<file path="src/design/rtcal_unit_fix.sv">
// Purpose: none
// Assumes: none
// Notes:   none
`default_nettype none
`default_nettype wire

</file>
<file path="src/design/rtcal_pkg.sv">
// Purpose: shared constants and types of the alarm unit of the real-time clock
// Assumes: AXI4-Lite register access, 32-bit data, one clock
// Notes:   register fields are kept as positions and masks so both files agree
`default_nettype none

package rtcal_pkg;

   // register byte addresses
   localparam logic [7:0]  ADDR_CONTROL     = 8'h00;
   localparam logic [7:0]  ADDR_TIME        = 8'h04;
   localparam logic [7:0]  ADDR_DATE        = 8'h08;

   // alarm control fields
   localparam int          CTL_ARM_BIT      = 15;
   localparam int          CTL_CHIME_BIT    = 14;
   localparam int          CTL_PULSE_BIT    = 13;
   localparam int          CTL_NEAR_BIT     = 12;
   localparam int          CTL_SEL_LSB      = 8;
   localparam int          CTL_RPT_LSB      = 0;

   // alarm time fields (bcd digits)
   localparam int          TIM_HR_T_LSB     = 28;
   localparam int          TIM_HR_U_LSB     = 24;
   localparam int          TIM_MN_T_LSB     = 20;
   localparam int          TIM_MN_U_LSB     = 16;
   localparam int          TIM_SC_T_LSB     = 12;
   localparam int          TIM_SC_U_LSB     = 8;
   localparam logic [31:0] TIM_MASK         = 32'h3F7F7F00;

   // alarm date fields (bcd digits, weekday binary)
   localparam int          DAT_MO_T_LSB     = 20;
   localparam int          DAT_MO_U_LSB     = 16;
   localparam int          DAT_DY_T_LSB     = 12;
   localparam int          DAT_DY_U_LSB     = 8;
   localparam int          DAT_WD_LSB       = 0;
   localparam logic [31:0] DAT_MASK         = 32'h001F3F07;

   // reset and wrap values
   localparam logic [7:0]  RPT_RESET        = 8'h00;
   localparam logic [7:0]  RPT_WRAP         = 8'hFF;
   localparam logic [3:0]  SEL_RESET        = 4'h0;
   localparam logic [31:0] REG_RESET        = 32'h00000000;

   // rollover guard band in rtc clocks
   localparam logic [15:0] NEAR_GUARD       = 16'h0020;

   // axi responses
   localparam logic [1:0]  RESP_OKAY        = 2'h0;
   localparam logic [1:0]  RESP_SLVERR      = 2'h2;

   // match interval codes
   typedef enum logic [3:0] {
      SEL_HALF_SEC  = 4'h0,
      SEL_SECOND    = 4'h1,
      SEL_TEN_SEC   = 4'h2,
      SEL_MINUTE    = 4'h3,
      SEL_TEN_MIN   = 4'h4,
      SEL_HOUR      = 4'h5,
      SEL_DAY       = 4'h6,
      SEL_WEEK      = 4'h7,
      SEL_MONTH     = 4'h8,
      SEL_YEAR      = 4'h9
   } rtcal_sel_t;

endpackage : rtcal_pkg

`default_nettype wire

</file>
<file path="src/design/rtcal_unit.sv">
// Purpose: alarm unit of the real-time clock with an AXI4-Lite register slave
// Assumes: calendar counters and prescaler run on aclk and feed this block directly
// Notes:   alarm control and setting survive aresetn; only power_on_n clears them
//
// Summary of operation
// - arm bit enables alarm events
// - chime wraps countdown 0x00 to 0xFF
// - no chime: countdown halts at 0x00
// - disarmed: pulse start bit writable, sets level
// - armed: pulse bit ignores writes, reads level
// - near flag set when rollover may disturb
// - flag clear only beyond 32 rtc clocks
// - interval field selects alarm period
// - yearly february 29 fires every fourth year
// - last event without chime clears arm
// - control resets only at power-on
// - hour digits at bits 29-24
// - minute digits at bits 22-16
// - second digits at bits 14-8
// - unimplemented bits read zero
//
// The AXI4-Lite register port and the register offsets were chosen for this implementation.
`default_nettype none

module rtcal_unit
   import rtcal_pkg::*;
(
   // clock and resets
   input  wire logic        aclk,
   input  wire logic        aresetn,
   input  wire logic        power_on_n,
   // calendar inputs
   input  wire logic        half_tick,
   input  wire logic        second_half,
   input  wire logic [15:0] rtc_clocks_to_rollover,
   input  wire logic [31:0] now_time,
   input  wire logic [31:0] now_date,
   // alarm outputs
   output logic             alarm_pulse,
   output logic             alarm_event,
   // axi4-lite write address
   input  wire logic        s_axil_awvalid,
   output logic             s_axil_awready,
   input  wire logic [7:0]  s_axil_awaddr,
   // axi4-lite write data
   input  wire logic        s_axil_wvalid,
   output logic             s_axil_wready,
   input  wire logic [31:0] s_axil_wdata,
   input  wire logic [3:0]  s_axil_wstrb,
   // axi4-lite write response
   output logic             s_axil_bvalid,
   input  wire logic        s_axil_bready,
   output logic [1:0]       s_axil_bresp,
   // axi4-lite read address
   input  wire logic        s_axil_arvalid,
   output logic             s_axil_arready,
   input  wire logic [7:0]  s_axil_araddr,
   // axi4-lite read data
   output logic             s_axil_rvalid,
   input  wire logic        s_axil_rready,
   output logic [31:0]      s_axil_rdata,
   output logic [1:0]       s_axil_rresp
);

   typedef struct packed {
      logic        alarm_arm;
      logic        chime;
      logic        pulse;
      logic [3:0]  match_interval_select;
      logic [7:0]  repeat_countdown;
      logic [31:0] alarm_time;
      logic [31:0] alarm_date;
      logic        event_q;
      logic        aw_held;
      logic [7:0]  aw_addr;
      logic        w_held;
      logic [31:0] w_data;
      logic [3:0]  w_strb;
      logic        bvalid;
      logic [1:0]  bresp;
      logic        rvalid;
      logic [1:0]  rresp;
      logic [31:0] rdata;
   } rtcal_state_t;

   rtcal_state_t st;
   rtcal_state_t next_st;

   logic        match;
   logic        hit;
   logic        rollover_near_flag;
   logic        wr_go;
   logic        wr_ctl;
   logic [31:0] ctl_word;

   function automatic logic [31:0] rtcal_merge(input logic [31:0] old_v,
                                               input logic [31:0] new_v,
                                               input logic [3:0]  strb);
      logic [31:0] res;
      res = old_v;
      for (int i = 0; i < 4; i++) begin
         if (strb[i]) begin
            res[i*8 +: 8] = new_v[i*8 +: 8];
         end
      end
      return res;
   endfunction : rtcal_merge

   rtcal_match u_match (
      .match_interval_select (st.match_interval_select),
      .half_tick             (half_tick),
      .second_half           (second_half),
      .alarm_time            (st.alarm_time),
      .alarm_date            (st.alarm_date),
      .now_time              (now_time),
      .now_date              (now_date),
      .match                 (match)
   );

   assign hit = st.alarm_arm && match;

   // warn software while the half-second rollover can still reach the synced copy
   assign rollover_near_flag = rtc_clocks_to_rollover <= NEAR_GUARD;

   assign wr_go  = st.aw_held && st.w_held && !st.bvalid;
   assign wr_ctl = wr_go && st.aw_addr == ADDR_CONTROL;

   always_comb begin
      ctl_word = REG_RESET;
      ctl_word[CTL_ARM_BIT]             = st.alarm_arm;
      ctl_word[CTL_CHIME_BIT]           = st.chime;
      ctl_word[CTL_PULSE_BIT]           = st.pulse;
      ctl_word[CTL_NEAR_BIT]            = rollover_near_flag;
      ctl_word[CTL_SEL_LSB +: 4]        = st.match_interval_select;
      ctl_word[CTL_RPT_LSB +: 8]        = st.repeat_countdown;
   end

   assign s_axil_awready = !st.aw_held && !st.bvalid;
   assign s_axil_wready  = !st.w_held && !st.bvalid;
   assign s_axil_arready = !st.rvalid;
   assign s_axil_bvalid  = st.bvalid;
   assign s_axil_bresp   = st.bresp;
   assign s_axil_rvalid  = st.rvalid;
   assign s_axil_rdata   = st.rdata;
   assign s_axil_rresp   = st.rresp;
   assign alarm_pulse    = st.pulse;
   assign alarm_event    = st.event_q;

   always_comb begin
      logic [31:0] merged;
      merged  = REG_RESET;
      next_st = st;

      // write channel capture, address and data in either order
      if (s_axil_awvalid && s_axil_awready) begin
         next_st.aw_held = 1'b1;
         next_st.aw_addr = s_axil_awaddr;
      end
      if (s_axil_wvalid && s_axil_wready) begin
         next_st.w_held = 1'b1;
         next_st.w_data = s_axil_wdata;
         next_st.w_strb = s_axil_wstrb;
      end
      if (s_axil_bvalid && s_axil_bready) begin
         next_st.bvalid = 1'b0;
      end

      if (wr_go) begin
         next_st.aw_held = 1'b0;
         next_st.w_held  = 1'b0;
         next_st.bvalid  = 1'b1;
         next_st.bresp   = RESP_OKAY;
         if (st.aw_addr == ADDR_CONTROL) begin
            merged = rtcal_merge(ctl_word, st.w_data, st.w_strb);
            next_st.alarm_arm             = merged[CTL_ARM_BIT];
            next_st.chime                 = merged[CTL_CHIME_BIT];
            next_st.match_interval_select = merged[CTL_SEL_LSB +: 4];
            next_st.repeat_countdown      = merged[CTL_RPT_LSB +: 8];
            // the level only follows software while the alarm is idle
            if (!st.alarm_arm) begin
               next_st.pulse = merged[CTL_PULSE_BIT];
            end
         end else if (st.aw_addr == ADDR_TIME) begin
            merged = rtcal_merge(st.alarm_time, st.w_data, st.w_strb);
            next_st.alarm_time = merged & TIM_MASK;
         end else if (st.aw_addr == ADDR_DATE) begin
            merged = rtcal_merge(st.alarm_date, st.w_data, st.w_strb);
            next_st.alarm_date = merged & DAT_MASK;
         end else begin
            next_st.bresp = RESP_SLVERR;
         end
      end

      // read channel: data sampled at the address handshake
      if (s_axil_rvalid && s_axil_rready) begin
         next_st.rvalid = 1'b0;
      end
      if (s_axil_arvalid && s_axil_arready) begin
         next_st.rvalid = 1'b1;
         next_st.rresp  = RESP_OKAY;
         if (s_axil_araddr == ADDR_CONTROL) begin
            next_st.rdata = ctl_word;
         end else if (s_axil_araddr == ADDR_TIME) begin
            next_st.rdata = st.alarm_time & TIM_MASK;
         end else if (s_axil_araddr == ADDR_DATE) begin
            next_st.rdata = st.alarm_date & DAT_MASK;
         end else begin
            next_st.rdata = REG_RESET;
            next_st.rresp = RESP_SLVERR;
         end
      end

      // the alarm event is applied last so hardware wins over a same-cycle write
      next_st.event_q = hit;
      if (hit) begin
         next_st.pulse = !st.pulse;
         if (st.repeat_countdown != RPT_RESET) begin
            next_st.repeat_countdown = st.repeat_countdown - 8'h01;
         end else if (st.chime) begin
            next_st.repeat_countdown = RPT_WRAP;
         end else begin
            next_st.repeat_countdown = RPT_RESET;
            next_st.alarm_arm        = 1'b0;
         end
      end
   end

   always_ff @(posedge aclk) begin
      if (!power_on_n) begin
         next_st_reset_all: begin
            st <= '0;
         end
      end else if (!aresetn) begin
         // alarm setting kept; only the bus side and the event strobe restart
         st         <= next_st;
         st.event_q <= 1'b0;
         st.aw_held <= 1'b0;
         st.w_held  <= 1'b0;
         st.bvalid  <= 1'b0;
         st.rvalid  <= 1'b0;
         st.bresp   <= RESP_OKAY;
         st.rresp   <= RESP_OKAY;
         st.rdata   <= REG_RESET;
         st.alarm_arm             <= st.alarm_arm;
         st.chime                 <= st.chime;
         st.pulse                 <= st.pulse;
         st.match_interval_select <= st.match_interval_select;
         st.repeat_countdown      <= st.repeat_countdown;
         st.alarm_time            <= st.alarm_time;
         st.alarm_date            <= st.alarm_date;
      end else begin
         st <= next_st;
      end
   end
endmodule : rtcal_unit

`default_nettype wire

</file>
<file path="src/design/rtcal_match.sv">
// Purpose: decides whether the current calendar time hits the alarm setting
// Assumes: time inputs already hold the new value in the cycle of the half tick
// Notes:   purely combinational; reserved interval codes never match
`default_nettype none

module rtcal_match
   import rtcal_pkg::*;
(
   // selection
   input  wire logic [3:0]  match_interval_select,
   input  wire logic        half_tick,
   input  wire logic        second_half,
   // stored alarm setting
   input  wire logic [31:0] alarm_time,
   input  wire logic [31:0] alarm_date,
   // current calendar
   input  wire logic [31:0] now_time,
   input  wire logic [31:0] now_date,
   // result
   output logic             match
);

   logic sc_u_eq;
   logic sc_t_eq;
   logic mn_u_eq;
   logic mn_t_eq;
   logic hr_eq;
   logic wd_eq;
   logic dy_eq;
   logic mo_eq;
   logic whole_sec;

   assign sc_u_eq   = alarm_time[TIM_SC_U_LSB +: 4] == now_time[TIM_SC_U_LSB +: 4];
   assign sc_t_eq   = alarm_time[TIM_SC_T_LSB +: 3] == now_time[TIM_SC_T_LSB +: 3];
   assign mn_u_eq   = alarm_time[TIM_MN_U_LSB +: 4] == now_time[TIM_MN_U_LSB +: 4];
   assign mn_t_eq   = alarm_time[TIM_MN_T_LSB +: 3] == now_time[TIM_MN_T_LSB +: 3];
   assign hr_eq     = alarm_time[TIM_HR_U_LSB +: 6] == now_time[TIM_HR_U_LSB +: 6];
   assign wd_eq     = alarm_date[DAT_WD_LSB +: 3] == now_date[DAT_WD_LSB +: 3];
   assign dy_eq     = alarm_date[DAT_DY_U_LSB +: 6] == now_date[DAT_DY_U_LSB +: 6];
   assign mo_eq     = alarm_date[DAT_MO_U_LSB +: 5] == now_date[DAT_MO_U_LSB +: 5];
   assign whole_sec = half_tick && !second_half;

   // each wider interval compares one more calendar field; month compares the day in place of the weekday
   always_comb begin
      case (match_interval_select)
         SEL_HALF_SEC: match = half_tick;
         SEL_SECOND:   match = whole_sec;
         SEL_TEN_SEC:  match = whole_sec && sc_u_eq;
         SEL_MINUTE:   match = whole_sec && sc_u_eq && sc_t_eq;
         SEL_TEN_MIN:  match = whole_sec && sc_u_eq && sc_t_eq && mn_u_eq;
         SEL_HOUR:     match = whole_sec && sc_u_eq && sc_t_eq && mn_u_eq && mn_t_eq;
         SEL_DAY:      match = whole_sec && sc_u_eq && sc_t_eq && mn_u_eq && mn_t_eq && hr_eq;
         SEL_WEEK:     match = whole_sec && sc_u_eq && sc_t_eq && mn_u_eq && mn_t_eq && hr_eq
                               && wd_eq;
         SEL_MONTH:    match = whole_sec && sc_u_eq && sc_t_eq && mn_u_eq && mn_t_eq && hr_eq
                               && dy_eq;
         // a 29th of february only exists in leap years, so it fires every fourth year
         SEL_YEAR:     match = whole_sec && sc_u_eq && sc_t_eq && mn_u_eq && mn_t_eq && hr_eq
                               && dy_eq && mo_eq;
         default:      match = 1'b0;
      endcase
   end

endmodule : rtcal_match

`default_nettype wire

</file>
<file path="config.mk">
export PLATFORM = sky130hd
export DESIGN_NAME = rtcal_unit
export DESIGN_NICKNAME = d
export VERILOG_FILES = /design/src/design/rtcal_unit_fix.sv /design/src/design/rtcal_pkg.sv /design/src/design/rtcal_unit.sv /design/src/design/rtcal_match.sv
export SDC_FILE = /design/constraint.sdc
export NUM_CORES = 1
export LEC_CHECK = 0
export ABC_AREA = 1
export BUFFER_PORTS_ARGS = -buffer_cell sky130_fd_sc_hd__buf_2
export CORE_UTILIZATION = 45
export CTS_BUF_LIST = sky130_fd_sc_hd__clkbuf_4
export CTS_CLUSTER_SIZE = 20
export DETAILED_ROUTE_END_ITERATION = 7
export PLACE_DENSITY = 0.73
export SLEW_MARGIN = 20
export SYNTH_ARGS = -nofsm -noshare
export SYNTH_HDL_FRONTEND = slang
export SYNTH_SLANG_ARGS = --single-unit
</file>
<file path="constraint.sdc">
create_clock -name aclk -period 2.17 [get_ports aclk]
set_clock_uncertainty 0.15 [all_clocks]
set_input_delay 0.3255 -clock aclk [delete_from_list [all_inputs] [get_ports aclk]]
set_output_delay 0.3255 -clock aclk [all_outputs]
set_load 0.01 [all_outputs]
</file>
# == Word level (Yosys, flattened, before mapping) ==
# Cells that the tools add are included.
# classes
addsub,1
reduce_logical,46
muxes,38
n_bitwise,4
n_lt_le_gt_ge,1
eq_ne,22
# op_table
operator,count
30-bit two-way mux,3
79-bit two-way mux,1
21-bit two-way mux,3
62-bit two-way mux,1
8-bit two-way mux,5
36-bit two-way mux,1
35-bit two-way mux,1
5-bit AND reduction,4
1-bit logical AND,19
6-bit AND reduction,3
4-bit by 3-bit == test with 1-bit output (second input constant),4
8-bit by 3-bit == test with 1-bit output (second input constant),2
8-bit by 4-bit == test with 1-bit output (second input constant),2
16-bit by 6-bit less-or-equal comparator with 1-bit output (second input constant),1
8-bit logical NOT,2
15-bit two-way mux,1
7-bit two-way mux,2
6-bit == test,2
2-bit two-way mux,6
6-bit two-way mux,2
2-bit nonzero test,6
1-bit one-hot mux with 10 select lines,1
3-bit == test,3
9-bit two-way mux,1
17 further kinds,36
# word_totals
elab_cells,134
out_inout_bits,43
regBits,134

# == Longest topological paths before layout ==
# Gate-level depths: netlist of the first run.
# depth
word_depth,13
ltp_mapped,21

# == Cells and area by module ==
# A second synthesis of the first run with hierarchy kept.
# unflattened
hier_cells,984
hier_area_um2,6392.4
# by_module_without_submodules
mod,n_inst,area_per_inst_um2,seq_area_each_um2,cells_per_inst
rtcal_unit,1,5660.4,2522.4,818
rtcal_match,1,732.0,0.0,166

# == Least setup slack after synthesis of the first run ==
# OpenSTA, ideal clock, no wires.
# synth_path
path_kind,reg-to-reg
from,reg st[142] (netlist name)
to,"reg st, in the netlist alarm_pulse"
path_stages_with_launch,22
synth_period_minus_slack_ns,1.865
setup_time_ns,0.111
setup_slack_ns,0.305
n_path_buf,2
t_arrival_ns,1.603
cell_sequence,dfxtp_1 -> inv_1 -> nand2_1 -> nand2_1 -> nor2_2 -> nand2_1 -> nor2_1 -> nand2_1 -> nand2_1 -> nand2_1 -> nand2_1 -> nand2_1 -> nand2_1 -> nand2_1 -> nand2_2 -> buf_6 -> nand3_4 -> buf_6 -> nand2_1 -> inv_1 -> nor2_1 -> nor2_1
# synth_via
elab_chain_cells,8
word_cells_on_any_way,13
classes_between,eq/ne (2); mux (2); reduce/logical (9)
# synth_rtl
element,line_no,rtl
6-bit == test *,rtcal_match.sv:37,assign hr_eq = alarm_time[TIM_HR_U_LSB +: 6] == now_time[TIM_HR_U_LSB +: 6];
1-bit logical AND *,n/a,
1-bit logical AND,"rtcal_match.sv:56, rtcal_match.sv:59",
1-bit logical AND,rtcal_match.sv:59,&& dy_eq && mo_eq;
1-bit one-hot mux with 10 select lines *,rtcal_match.sv:45,case (match_interval_select)
1-bit logical AND *,rtcal_unit.sv:120,assign hit = st.alarm_arm && match;
2-bit by 1-bit inequality test with 1-bit output (no line) or 2-bit nonzero test (tied branches),n/a,
5-bit AND reduction (no line),n/a,
"end signal, assigned",rtcal_unit.sv:235,st <= next_st;
"end signal, assigned",rtcal_unit.sv:252,st <= next_st;
"end, declared",rtcal_unit.sv:86,rtcal_state_t st;
# Mark *: on every way between the ends. The rest lies on a longest branch, timed or not.
# A chain may end at the register's enable or synchronous reset.

# == Final worst setup path of the first run ==
# layout_path
from,reg st[144] (netlist name)
to,"reg st, in the netlist ctl_word[6]"
# layout_via
elab_chain_cells,8
word_cells_on_any_way,12
classes_between,eq/ne (1); mux (2); reduce/logical (9)
# layout_rtl
element,line_no
6-bit == test *,rtcal_match.sv:37
1-bit logical AND *,n/a
1-bit logical AND,"rtcal_match.sv:56, rtcal_match.sv:59"
1-bit logical AND,rtcal_match.sv:59
1-bit one-hot mux with 10 select lines *,rtcal_match.sv:45
1-bit logical AND *,rtcal_unit.sv:120
2-bit nonzero test (no line),n/a
4-bit AND reduction (no line),n/a
# Marks and branches as above.

==> results of run 1 <==
cell families after synthesis:
logic type | after synthesis
other | 1
AND/OR/NAND/NOR | 346
buffers and inverters | 161
flip-flops | 126
XOR/XNOR | 25
AO/OA/AOI/OAI | 187
adder cells (fa/ha/maj) | 2
repair_timing:
action	4_1_cts	5_1_grt
pin swaps	0	8
setup endpoints to repair	11	16
hold buffers	47	0
endpoints found under the hold margin	50	0
gates resized for setup	2	22
path summary, 6_finish.rpt:
| kind | from | endpoint |
|---|---|---|
| setup / recovery | st[144] | ctl_word[6] |
| hold / removal | aresetn | ctl_word[15] |
| setup reg to reg | st[144] | ctl_word[6] |
| hold reg to reg | s_axil_rdata[7] | s_axil_rdata[7] |
routing by layer:
metal,routed length (um),track usage
met5,0,0
met4,386,0.102
met3,881,0.0518
met2,7390,0.391
met1,7400,0.303
per-stage QoR:
stage / utilization / cells / hold WS, ns / setup slack (ns)
3_3_place_gp: 0.537 / 1148 / 0.292 / -0.141
6_report: 0.596 / 1227 / 0.113 / 0.120
2_1_floorplan: - / 852 / 0.280 / 0.305
5_1_grt: 0.596 / 1227 / 0.125 / -0.0681
4_1_cts: 0.590 / 1226 / 0.0624 / 0.0477
3_5_place_dp: 0.537 / 1148 / 0.305 / -0.175
report_power, final:
| part | switching, mW | internal [mW] | total (mW) |
|---|---|---|---|
| registers | 0.0343 | 2.38 | 2.41 |
| logic | 0.272 | 0.230 | 0.502 |
| clock network | 0.821 | 0.455 | 1.28 |
| total | 1.13 | 3.06 | 4.19 |
critical path: stages (launching register included):
cell,delay (ns)
dfxtp_2,0.37
nand2_1,0.06
inv_1,0.06
nor2_1,0.05
nor2_2,0.14
nand2_2,0.08
nor2_4,0.13
nand2_1,0.07
nand2_1,0.05
nand2_1,0.04
nand2_1,0.05
nand2_1,0.05
nand2_1,0.06
nand2_2,0.06
nand2_4,0.12
nand3_4,0.08
buf_6,0.14
nand3b_1,0.08
nand2_1,0.05
nor2_1,0.10
synth_stat cells (2+ instances only):
library cell,count
nand2_1,148
dfxtp_1,126
nor2_1,124
o21ai_0,91
inv_1,88
a21oi_1,67
nand3_1,37
buf_4,36
clkbuf_1,23
xor2_1,13
xnor2_1,12
nor3_1,11
a31oi_1,10
o221ai_1,9
inv_2,6
nand4_1,6
nor3_2,5
a211oi_1,4
buf_2,4
nor2_2,4
nor4_1,4
buf_6,2
clkinv_1,2
ha_1,2
nand3b_1,2
o211ai_1,2
o22ai_1,2
final cells by class:
type | count | area share
Clock buffer | 20 | 0.0196
Antenna cell | 1 | 0.000327
Tap cell | 172 | 0.0282
Multi-Input combinational cell | 565 | 0.367
Clock inverter | 11 | 0.00687
Sequential cell | 126 | 0.331
Timing Repair Buffer | 236 | 0.200
Inverter | 96 | 0.0471
==> key figures, run 1 <==
Outcome
  – Status: finished, final reports clean

Worst setup path
  – Crit end category: flop
  – Data required time of the worst path: 2.49 ns
  – Crit path DAT: 2.37 ns
  – Flop2flop setup slack: 0.12 ns
  – CP Launch Type: flop
  – Critical setup path kind: reg -> reg
  – FF-to-FF path depth: 19
  – Critical Path Fanout Max: 8

Synthesis
  – Synth Area in Adders: 0.00416
  – EDFF count, synth: 0
  – Syn_area_per_cell: 7.09 um2
  – Synth top area share: 0.420
  – Largest family of logic cells by synthesized area: simple AND/OR/NAND/NOR gates
  – Compound-gate portion of the synthesized area: 0.167
  – Flops & latches, synth: 126
  – Post-synthesis xor/xnor area fraction: 0.0364
  – Seq/Total Area, Yosys: 0.420
  – Synth Flop Type: dfxtp_1
  – Ys async rst share: 0
  – Syn. warnings: 0
  – Simple-gate share of the synthesized area: 0.245
  – Top cells by area, synth: dfxtp_1, nand2_1, nor2_1, o21ai_0, a21oi_1
  – Cells after synthesis: 848
  – Cell taking the most area after synthesis: dfxtp_1
  – Number of distinct library cells after synthesis: 35
  – Mapped Area: 6010 um2
  – Mux share of post-synthesis cell area: 0

STA
  – Fin crit period: 2.05 ns
  – Period utilisation layout: 0.945
  – Fin. Hold Viols: 0
  – Fin Setup TNS: 0 ns
  – Final slew viol count: 0
  – Setup Viol. Count Final: 0
  – Fmax: 488 MHz
  – Slew @ Worst Pin: about 0.87 ns
  – Relative slew slack: 0.421
  – RSZ-0062 raised after global routing: true

Global routing
  – Initial antenna violation count: 1
  – Vias in the first global route: 5,596
  – Global-route wire length before repair: 26.5 mm
  – Total grt overflow: 0
  – All-Layer GR Usage: 0.239
  – Largest net degree at the start of global routing: 33

CTS
  – TritonCTS Buffers: 17
  – H-tree levels: 4
  – Root Driver: clkbuf_4
  – TritonCTS clock tree: built
  – Worst skew pair latency: 0.54 ns
  – Clock buffer depth: 2
  – Clk slew on worst S/H paths: 0.11 ns
  – Clk sinks: 126
  – Post-CTS setup buffers: 0

Place
  – Placed Area: 6890 um2
  – Global placement routability congestion: 0.863
  – Final HPWL DP: around 11 mm
  – IO buf count: 146

Final layout
  – Share of layout cells above drive strength 1: 0.240
  – Commonest cells after routing, fill and taps aside: buf_2, nand2_1, dfxtp_1, nor2_1, o21ai_0
  – Sequential cell area: 2530 um2
  – Layout Nets: 1,186
  – Reg with most FFs: st
  – Area occupied by multi-input gates: 2810 um2
  – Post-route cell area: 7640 um2
  – Most common cell after layout, fill and taps aside: buf_2
  – Fill cells: about 1,300
  – Max FFs per register: 77
  – P&R area growth vs syn: 27.2%

Power
  – LEAKAGE: 3.51 nW
  – Pwr Density: 548 nW/um2
  – Total power: 4.19 mW
  – Peak VDD IR: around 0.37 mV

Route
  – Final ANT Viol Nets: 0
  – WL/cell: 13.1 um
  – DR pass1 iterations: 5
  – Post-Route WL: 16.1 mm
  – Drt drc: 0
  – Vias: 6,061
  – DRT iter0 DRCs: 344
  – Vias per cell: approximately 4.9

Min path
  – Hold Crit Class: in -> reg
  – Hold depth: 5

Floorplanning
  – Row count: 41
  – Starting density of the core: 0.468
  – Die ar.: roughly 14,000 um2
  – # IOs: 185
  – CORE AREA: around 13,000 um2
  – Die X: 118 um
  – Die Ht: 118 um

Job
  – Max cap viols: 0
Power figures use the tool's default switching activity.
==> run 2: changes to the inputs <==
- GPL_TIMING_DRIVEN: not set -> 0
==> run 2 against run 1 <==
Power grew 9.7%. Critical path depth grew 1. Sequential power is essentially flat. Wire length grew 7.7%. The run now ends with setup timing left. Cell area grew 2.6%. First-iteration DRC count grew 23%. Sequential share of layout area shrank 0.79 points. Final cell count grew 2.2%.
==> key figures, run 2 (synthesis results as in run 1) <==
Place
  – Global placement routability congestion: 0.865 (+0.19%)
  – Placed Area: 6970 um2 (+1.1%)
  – Placed cells: 1,170 (+1.9%)
  – IO buf count: 146 (unchanged)
  – Final HPWL DP: 12.5 mm (+9.2%)

STA
  – Fmax: 453 MHz (-7.1%)
  – Hold Slack: 0.0836 ns (-0.0295 ns)
  – Fin. Hold Viols: 0 (unchanged)
  – Slew @ Worst Pin: 0.682 ns (-0.183 ns)
  – Period utilisation layout: 1.02 (+0.0726)
  – Fin crit period: 2.21 ns (+0.158 ns)
  – Relative slew slack: 0.545 (+0.124)
  – Worst setup slack after layout: -0.0376 ns (-0.158 ns)
  – Setup Viol. Count Final: 8 (+8)
  – Final slew viol count: 0 (unchanged)
  – Fin Setup TNS: -0.143 ns (-0.143 ns)
  – RSZ-0062 raised after global routing: true

Worst setup path
  – Reg-to-reg endpoint: ctl_word[4]
  – Critical setup path kind: reg -> reg
  – FF-to-FF path depth: 20 (+1)
  – Critical Path Fanout Max: 6 (-2)
  – Data required time of the worst path: 2.50 ns (about the same)
  – Crit path DAT: 2.54 ns (+0.17 ns)
  – Bufs and invs on worst path: 3 (+1)
  – CP max stage delay: 0.38 ns (about the same)
  – Critical-path top delay cell: dfxtp_2
  – Crit end category: flop
  – CP Launch Type: flop
  – Reg2reg start: st[141]
  – Cell mode on critical path: nand2_1
  – Cell Chain, Critical Path: inv_2 -> nand2_1 -> nand2_1 -> nor2_2 -> nand2_1 -> nor2_2 -> nand2_1 -> nand2_1 -> nand2_1 -> nand2_1 -> nand2_1 -> nand2_1 -> nand2_1 -> nand2_2 -> buf_6 -> nand3_4 -> buf_4 -> nand3b_1 -> nand2_1 -> nor2_1
  – Largest delay share family, worst path: simple AND/OR/NAND/NOR gates
  – Flop2flop setup slack: -0.04 ns (-0.16 ns)

CTS
  – Clock buffer depth: 2 (unchanged)
  – Worst skew pair latency: 0.55 ns (about the same)
  – TritonCTS clock tree: built
  – Clk slew on worst S/H paths: 0.11 ns (about the same)
  – Clk sinks: 126 (unchanged)
  – H-tree levels: 4 (unchanged)
  – TritonCTS Buffers: 17 (unchanged)
  – Root Driver: clkbuf_4

Power
  – Sw Share: 0.264 (-0.00533)
  – Sw power: 1.21 mW (+7.5%)
  – Clock network fraction of total power: 0.359 (+0.055)
  – LEAKAGE: 3.60 nW (+2.8%)
  – Pwr Density: 586 nW/um2 (+6.9%)
  – Peak VDD IR: 0.389 mV (+3.9%)
  – Power Internal: 3.39 mW (+10%)
  – Part of the power in combinational logic: 0.116 (-0.004)
  – Sequential share of power: 0.525 (-0.051)

Global routing
  – Total grt overflow: 0 (unchanged)
  – Initial antenna violation count: 1 (unchanged)
  – Vias in the first global route: 5,770 (+3.1%)
  – All-Layer GR Usage: 0.252 (+0.0132)
  – Global-route wire length before repair: 27.9 mm (+5.0%)
  – Largest net degree at the start of global routing: 17 (-48%)

Route
  – DR pass1 iterations: 5 (unchanged)
  – Final ANT Viol Nets: 0 (unchanged)
  – Drt drc: 0 (unchanged)
  – DRT iter0 DRCs: 422 (+23%)
  – Post-Route WL: 17.3 mm (+7.7%)
  – Vias: 6,195 (+2.2%)
  – Vias per cell: 4.94 (about the same)
  – WL/cell: 13.8 um (+5.4%)

Final layout
  – Layout Nets: 1,212 (+2.2%)
  – Fin cells: 1,254 (+2.2%)
  – Reg with most FFs: st
  – Max FFs per register: 77 (unchanged)
  – P&R area growth vs syn: 30.5%
  – Share of layout cells above drive strength 1: 0.243 (+0.00326)
  – Post-layout util: 0.611 (+0.0152)
  – Post-route cell area: 7840 um2 (+2.6%)
  – Commonest cells after routing, fill and taps aside: buf_2, nand2_1, dfxtp_1, nor2_1, o21ai_0
  – Most common cell after layout, fill and taps aside: buf_2

Floorplanning
  – Die ar.: 13,800 um2 (unchanged)
  – Starting density of the core: 0.468 (unchanged)
  – # IOs: 185 (unchanged)
  – Die Ht: 118 um (unchanged)
  – Row count: 41 (unchanged)
  – Die X: 118 um (unchanged)
  – CORE AREA: 12,800 um2 (unchanged)

Outcome
  – Violated checks: setup timing
  – Status: complete, but fails checks

Job
  – Max cap viols: 0 (unchanged)

Min path
  – Hold Crit Class: in -> reg
  – Hold path start: power_on_n
  – Hold depth: 3 (-2)
  – Worst Hold End: s_axil_rdata[16]
[run 2: per-layer routing]
metal / vias to the layer above / share of wire / global-route usage / wire length, um
li1: 3165 / - / - / -
met1: 2750 / 0.44 / 0.318 / 7570
met2: 242 / 0.46 / 0.417 / 7950
met3: 38 / 0.073 / 0.0552 / 1270
met4: 0 / 0.029 / 0.100 / 504
met5: - / 0 / 0 / 0
[run 2: area by class of cell]
type                       instances  area (um2)
tap                              172         215
inverter                          96         360
sequential                       126        2530
clock buffer                      17         128
buffer                            65         407
clock inverter                    15         153
multi-input combinational        565        2820
antenna                            1        2.50
fill                            1234        4980
timing repair buffer             197        1220
[run 2: stage by stage]
stage	total power, mW	setup WS (ns)
after global placement	2.91	-0.204
after floorplan	2.71	0.305
final	4.60	-0.0376
after detailed placement	2.92	-0.191
after global routing	4.79	-0.208
after CTS	4.59	-0.0375
[run 2: worst max-delay path by stage]
stage / from / slack [ns] / depth (start not counted) / to
3_3_place_gp: s_axil_araddr[0] / -0.20 / 9 / s_axil_rdata[19]
4_1_cts: st[142] / -0.04 / 21 / alarm_pulse
2_1_floorplan: st[142] / 0.31 / 21 / alarm_pulse
6_report: st[141] / -0.04 / 20 / ctl_word[4]
3_5_place_dp: s_axil_araddr[1] / -0.19 / 9 / s_axil_rdata[19]
5_1_grt: st[141] / -0.21 / 20 / ctl_word[3]
[run 2: repair_timing]
| item | in CTS | in global routing |
|---|---|---|
| hold buffers | 44 | 0 |
| setup buffers | 0 | 6 |
| setup endpoints to repair | 15 | 33 |
| gates resized for setup | 8 | 28 |
| gates cloned | 0 | 1 |
| pin swaps | 1 | 14 |
| endpoints found under the hold margin | 48 | 0 |
[run 2: worst register-to-register path, delay by kind of cell, from the launching register on]
family / cells / cell delay (ns)
DFF: 1 / 0.38
and+or+nand+nor: 17 / 1.28
buffers and inverters: 3 / 0.33
[run 2: power by group through the flow]
stage	clock network, mW	registers (mW)	logic (mW)
floorplan	0	2.46	0.252
global placement	0	2.47	0.446
detailed placement	0	2.47	0.452
CTS	1.66	2.41	0.514
global route	1.77	2.42	0.591
finish	1.65	2.41	0.532
==> run 3: changes to the inputs <==
- clock period: 2.17 -> 2.7 ns (I/O delays scaled with it)
==> run 3 against run 2 <==
The run now ends clean. Sequential cell count stayed put. Maximum frequency fell by 5.8%. Register-to-register slack improved by 0.39 ns. First-iteration DRC count fell by 6.2%. Clock power decreased by 20%. Non-clock buffer count is 15 lower.
==> key figures, run 3 (synthesis results as in run 1) <==
Route
  – Final ANT Viol Nets: 0 (unchanged)
  – Post-Route WL: 16.9 mm (-2.5%)
  – DRT iter0 DRCs: 396 (-6.2%)
  – Vias per cell: 4.92 (-0.39%)
  – WL/cell: 13.6 um (-1.3%)
  – Drt drc: 0 (unchanged)
  – DR pass1 iterations: 7 (+2)
  – Vias: 6,097 (-1.6%)

CTS
  – TritonCTS clock tree: built
  – Clk sinks: 126 (unchanged)
  – Clk slew on worst S/H paths: 0.10 ns (about the same)
  – Worst skew pair latency: 0.55 ns (about the same)
  – Root Driver: clkbuf_4
  – Clock buffer depth: 2 (unchanged)
  – TritonCTS Buffers: 17 (unchanged)
  – H-tree levels: 4 (unchanged)

Floorplanning
  – Die Ht: 118 um (unchanged)
  – # IOs: 185 (unchanged)
  – Starting density of the core: 0.468 (unchanged)
  – Row count: 41 (unchanged)
  – Die ar.: 13,800 um2 (unchanged)
  – Die X: 118 um (unchanged)
  – CORE AREA: 12,800 um2 (unchanged)

STA
  – Setup Viol. Count Final: 0 (-8)
  – Hold Slack: 0.0165 ns (-0.0671 ns)
  – Fin Setup TNS: 0 ns (+0.143 ns)
  – Final slew viol count: 0 (unchanged)
  – Relative slew slack: 0.539 (-0.00614)
  – RSZ-0062 raised after global routing: false
  – Period utilisation layout: 0.868 (-0.149)
  – Slew @ Worst Pin: 0.691 ns (+0.00921 ns)
  – Fin crit period: 2.34 ns (+0.137 ns)
  – Fmax: 427 MHz (-5.8%)
  – Fin. Hold Viols: 0 (unchanged)

Global routing
  – Initial antenna violation count: 1 (unchanged)
  – Global-route wire length before repair: 27.5 mm (-1.1%)
  – Largest net degree at the start of global routing: 17 (unchanged)
  – Total grt overflow: 0 (unchanged)
  – Vias in the first global route: 5,685 (-1.5%)
  – All-Layer GR Usage: 0.250 (-0.00245)

Worst setup path
  – Reg2reg start: st[141]
  – Critical Path Fanout Max: 10 (+4)
  – CP Launch Type: flop
  – Cell mode on critical path: nand2_1
  – FF-to-FF path depth: 20 (unchanged)
  – Crit end category: flop
  – Data required time of the worst path: 3.00 ns (+0.50 ns)
  – Critical-path top delay cell: dfxtp_1
  – Largest delay share family, worst path: simple AND/OR/NAND/NOR gates
  – Flop2flop setup slack: 0.36 ns (+0.39 ns)
  – Critical setup path kind: reg -> reg
  – Cell Chain, Critical Path: inv_1 -> nand2_1 -> nand2_1 -> nor2_2 -> nand2_1 -> nor2_1 -> nand2_1 -> nand2_1 -> nand2_1 -> nand2_1 -> nand2_1 -> nand2_1 -> nand2_1 -> nand2_2 -> buf_6 -> nand3_4 -> nand2_1 -> inv_1 -> nor2_1 -> nor2_1
  – Bufs and invs on worst path: 3 (unchanged)
  – Crit path DAT: 2.65 ns (+0.11 ns)
  – Reg-to-reg endpoint: ctl_word[4]
  – CP max stage delay: 0.40 ns (+0.02 ns)

Final layout
  – Most common cell after layout, fill and taps aside: buf_2
  – Reg with most FFs: st
  – P&R area growth vs syn: 26.7%
  – Commonest cells after routing, fill and taps aside: buf_2, nand2_1, dfxtp_1, nor2_1, o21ai_0
  – Share of layout cells above drive strength 1: 0.220 (-0.0238)
  – Layout Nets: 1,197 (-1.2%)
  – Max FFs per register: 77 (unchanged)

Power
  – LEAKAGE: 3.50 nW (-3.0%)
  – Peak VDD IR: 0.308 mV (-21%)
  – Pwr Density: 482 nW/um2 (-18%)

Min path
  – Worst Hold End: st[58]
  – Hold Crit Class: in -> reg
  – Hold depth: 3 (unchanged)
  – Hold path start: s_axil_wdata[16]

Job
  – Max cap viols: 0 (unchanged)

Place
  – IO buf count: 146 (unchanged)
  – Final HPWL DP: 12.5 mm (unchanged)
  – Global placement routability congestion: 0.865 (unchanged)

Outcome
  – Status: finished, final reports clean
run 3: tightest hold or removal path, delay by kind of cell:
| kind | cells | cell delay, ns |
|---|---|---|
| AOI/OAI and AO/OA | 2 | 0.19 |
| buffers and inverters | 1 | 0.09 |
run 3: power by group:
part | total [mW] | internal, mW | switching (mW) | leakage [nW]
clock network | 1.32 | 0.619 | 0.704 | 0.149
logic | 0.408 | 0.178 | 0.230 | 2.32
registers | 1.94 | 1.91 | 0.0277 | 1.03
run 3: timing repair:
| action | 4_1_cts | 5_1_grt |
|---|---|---|
| endpoints found under the hold margin | 36 | 0 |
| buffers inserted | 0 | 0 |
| hold buffers | 36 | 0 |
| gates resized for setup | 0 | 0 |
run 3: final cells by class:
type | count | area (um2)
clock buffer | 17 | 128
inverter | 96 | 360
clock inverter | 15 | 153
multi-input combinational | 565 | 2740
timing repair buffer | 182 | 1090
sequential | 126 | 2520
fill | 1269 | 5210
buffer | 65 | 399
tap | 172 | 215
antenna | 1 | 2.50
run 3: worst max path at each step:
stage,start,to,slack (ns),depth (start not counted)
after CTS,s_axil_bvalid,alarm_pulse,0.39,10
after global placement,s_axil_araddr[0],s_axil_rdata[19],0.25,9
after detailed placement,s_axil_araddr[1],s_axil_rdata[19],0.26,9
final,st[141],ctl_word[4],0.36,20
after floorplan,now_time[25],alarm_pulse,0.78,21
after global routing,st[81],alarm_pulse,0.06,14
run 3: routing by layer:
metal,share of wire,routed length [um],vias to the layer above,GRT usage
met4,0.026,439,0,0.0913
met1,0.45,7610,2681,0.322
li1,-,-,3135,-
met3,0.071,1200,34,0.0480
met5,0,0,-,0
met2,0.45,7610,247,0.413
run 3: through the flow:
stage	total power [mW]	worst slack, ns	util	std cells	cell area (um2)
final	3.67	0.356	0.594	1239	7610
after global routing	3.83	0.0612	0.594	1239	7610
after CTS	3.68	0.392	0.593	1238	7610
after detailed placement	2.35	0.260	0.543	1170	6970
after global placement	2.34	0.247	0.543	1170	6970
after floorplan	2.18	0.783	-	852	6020
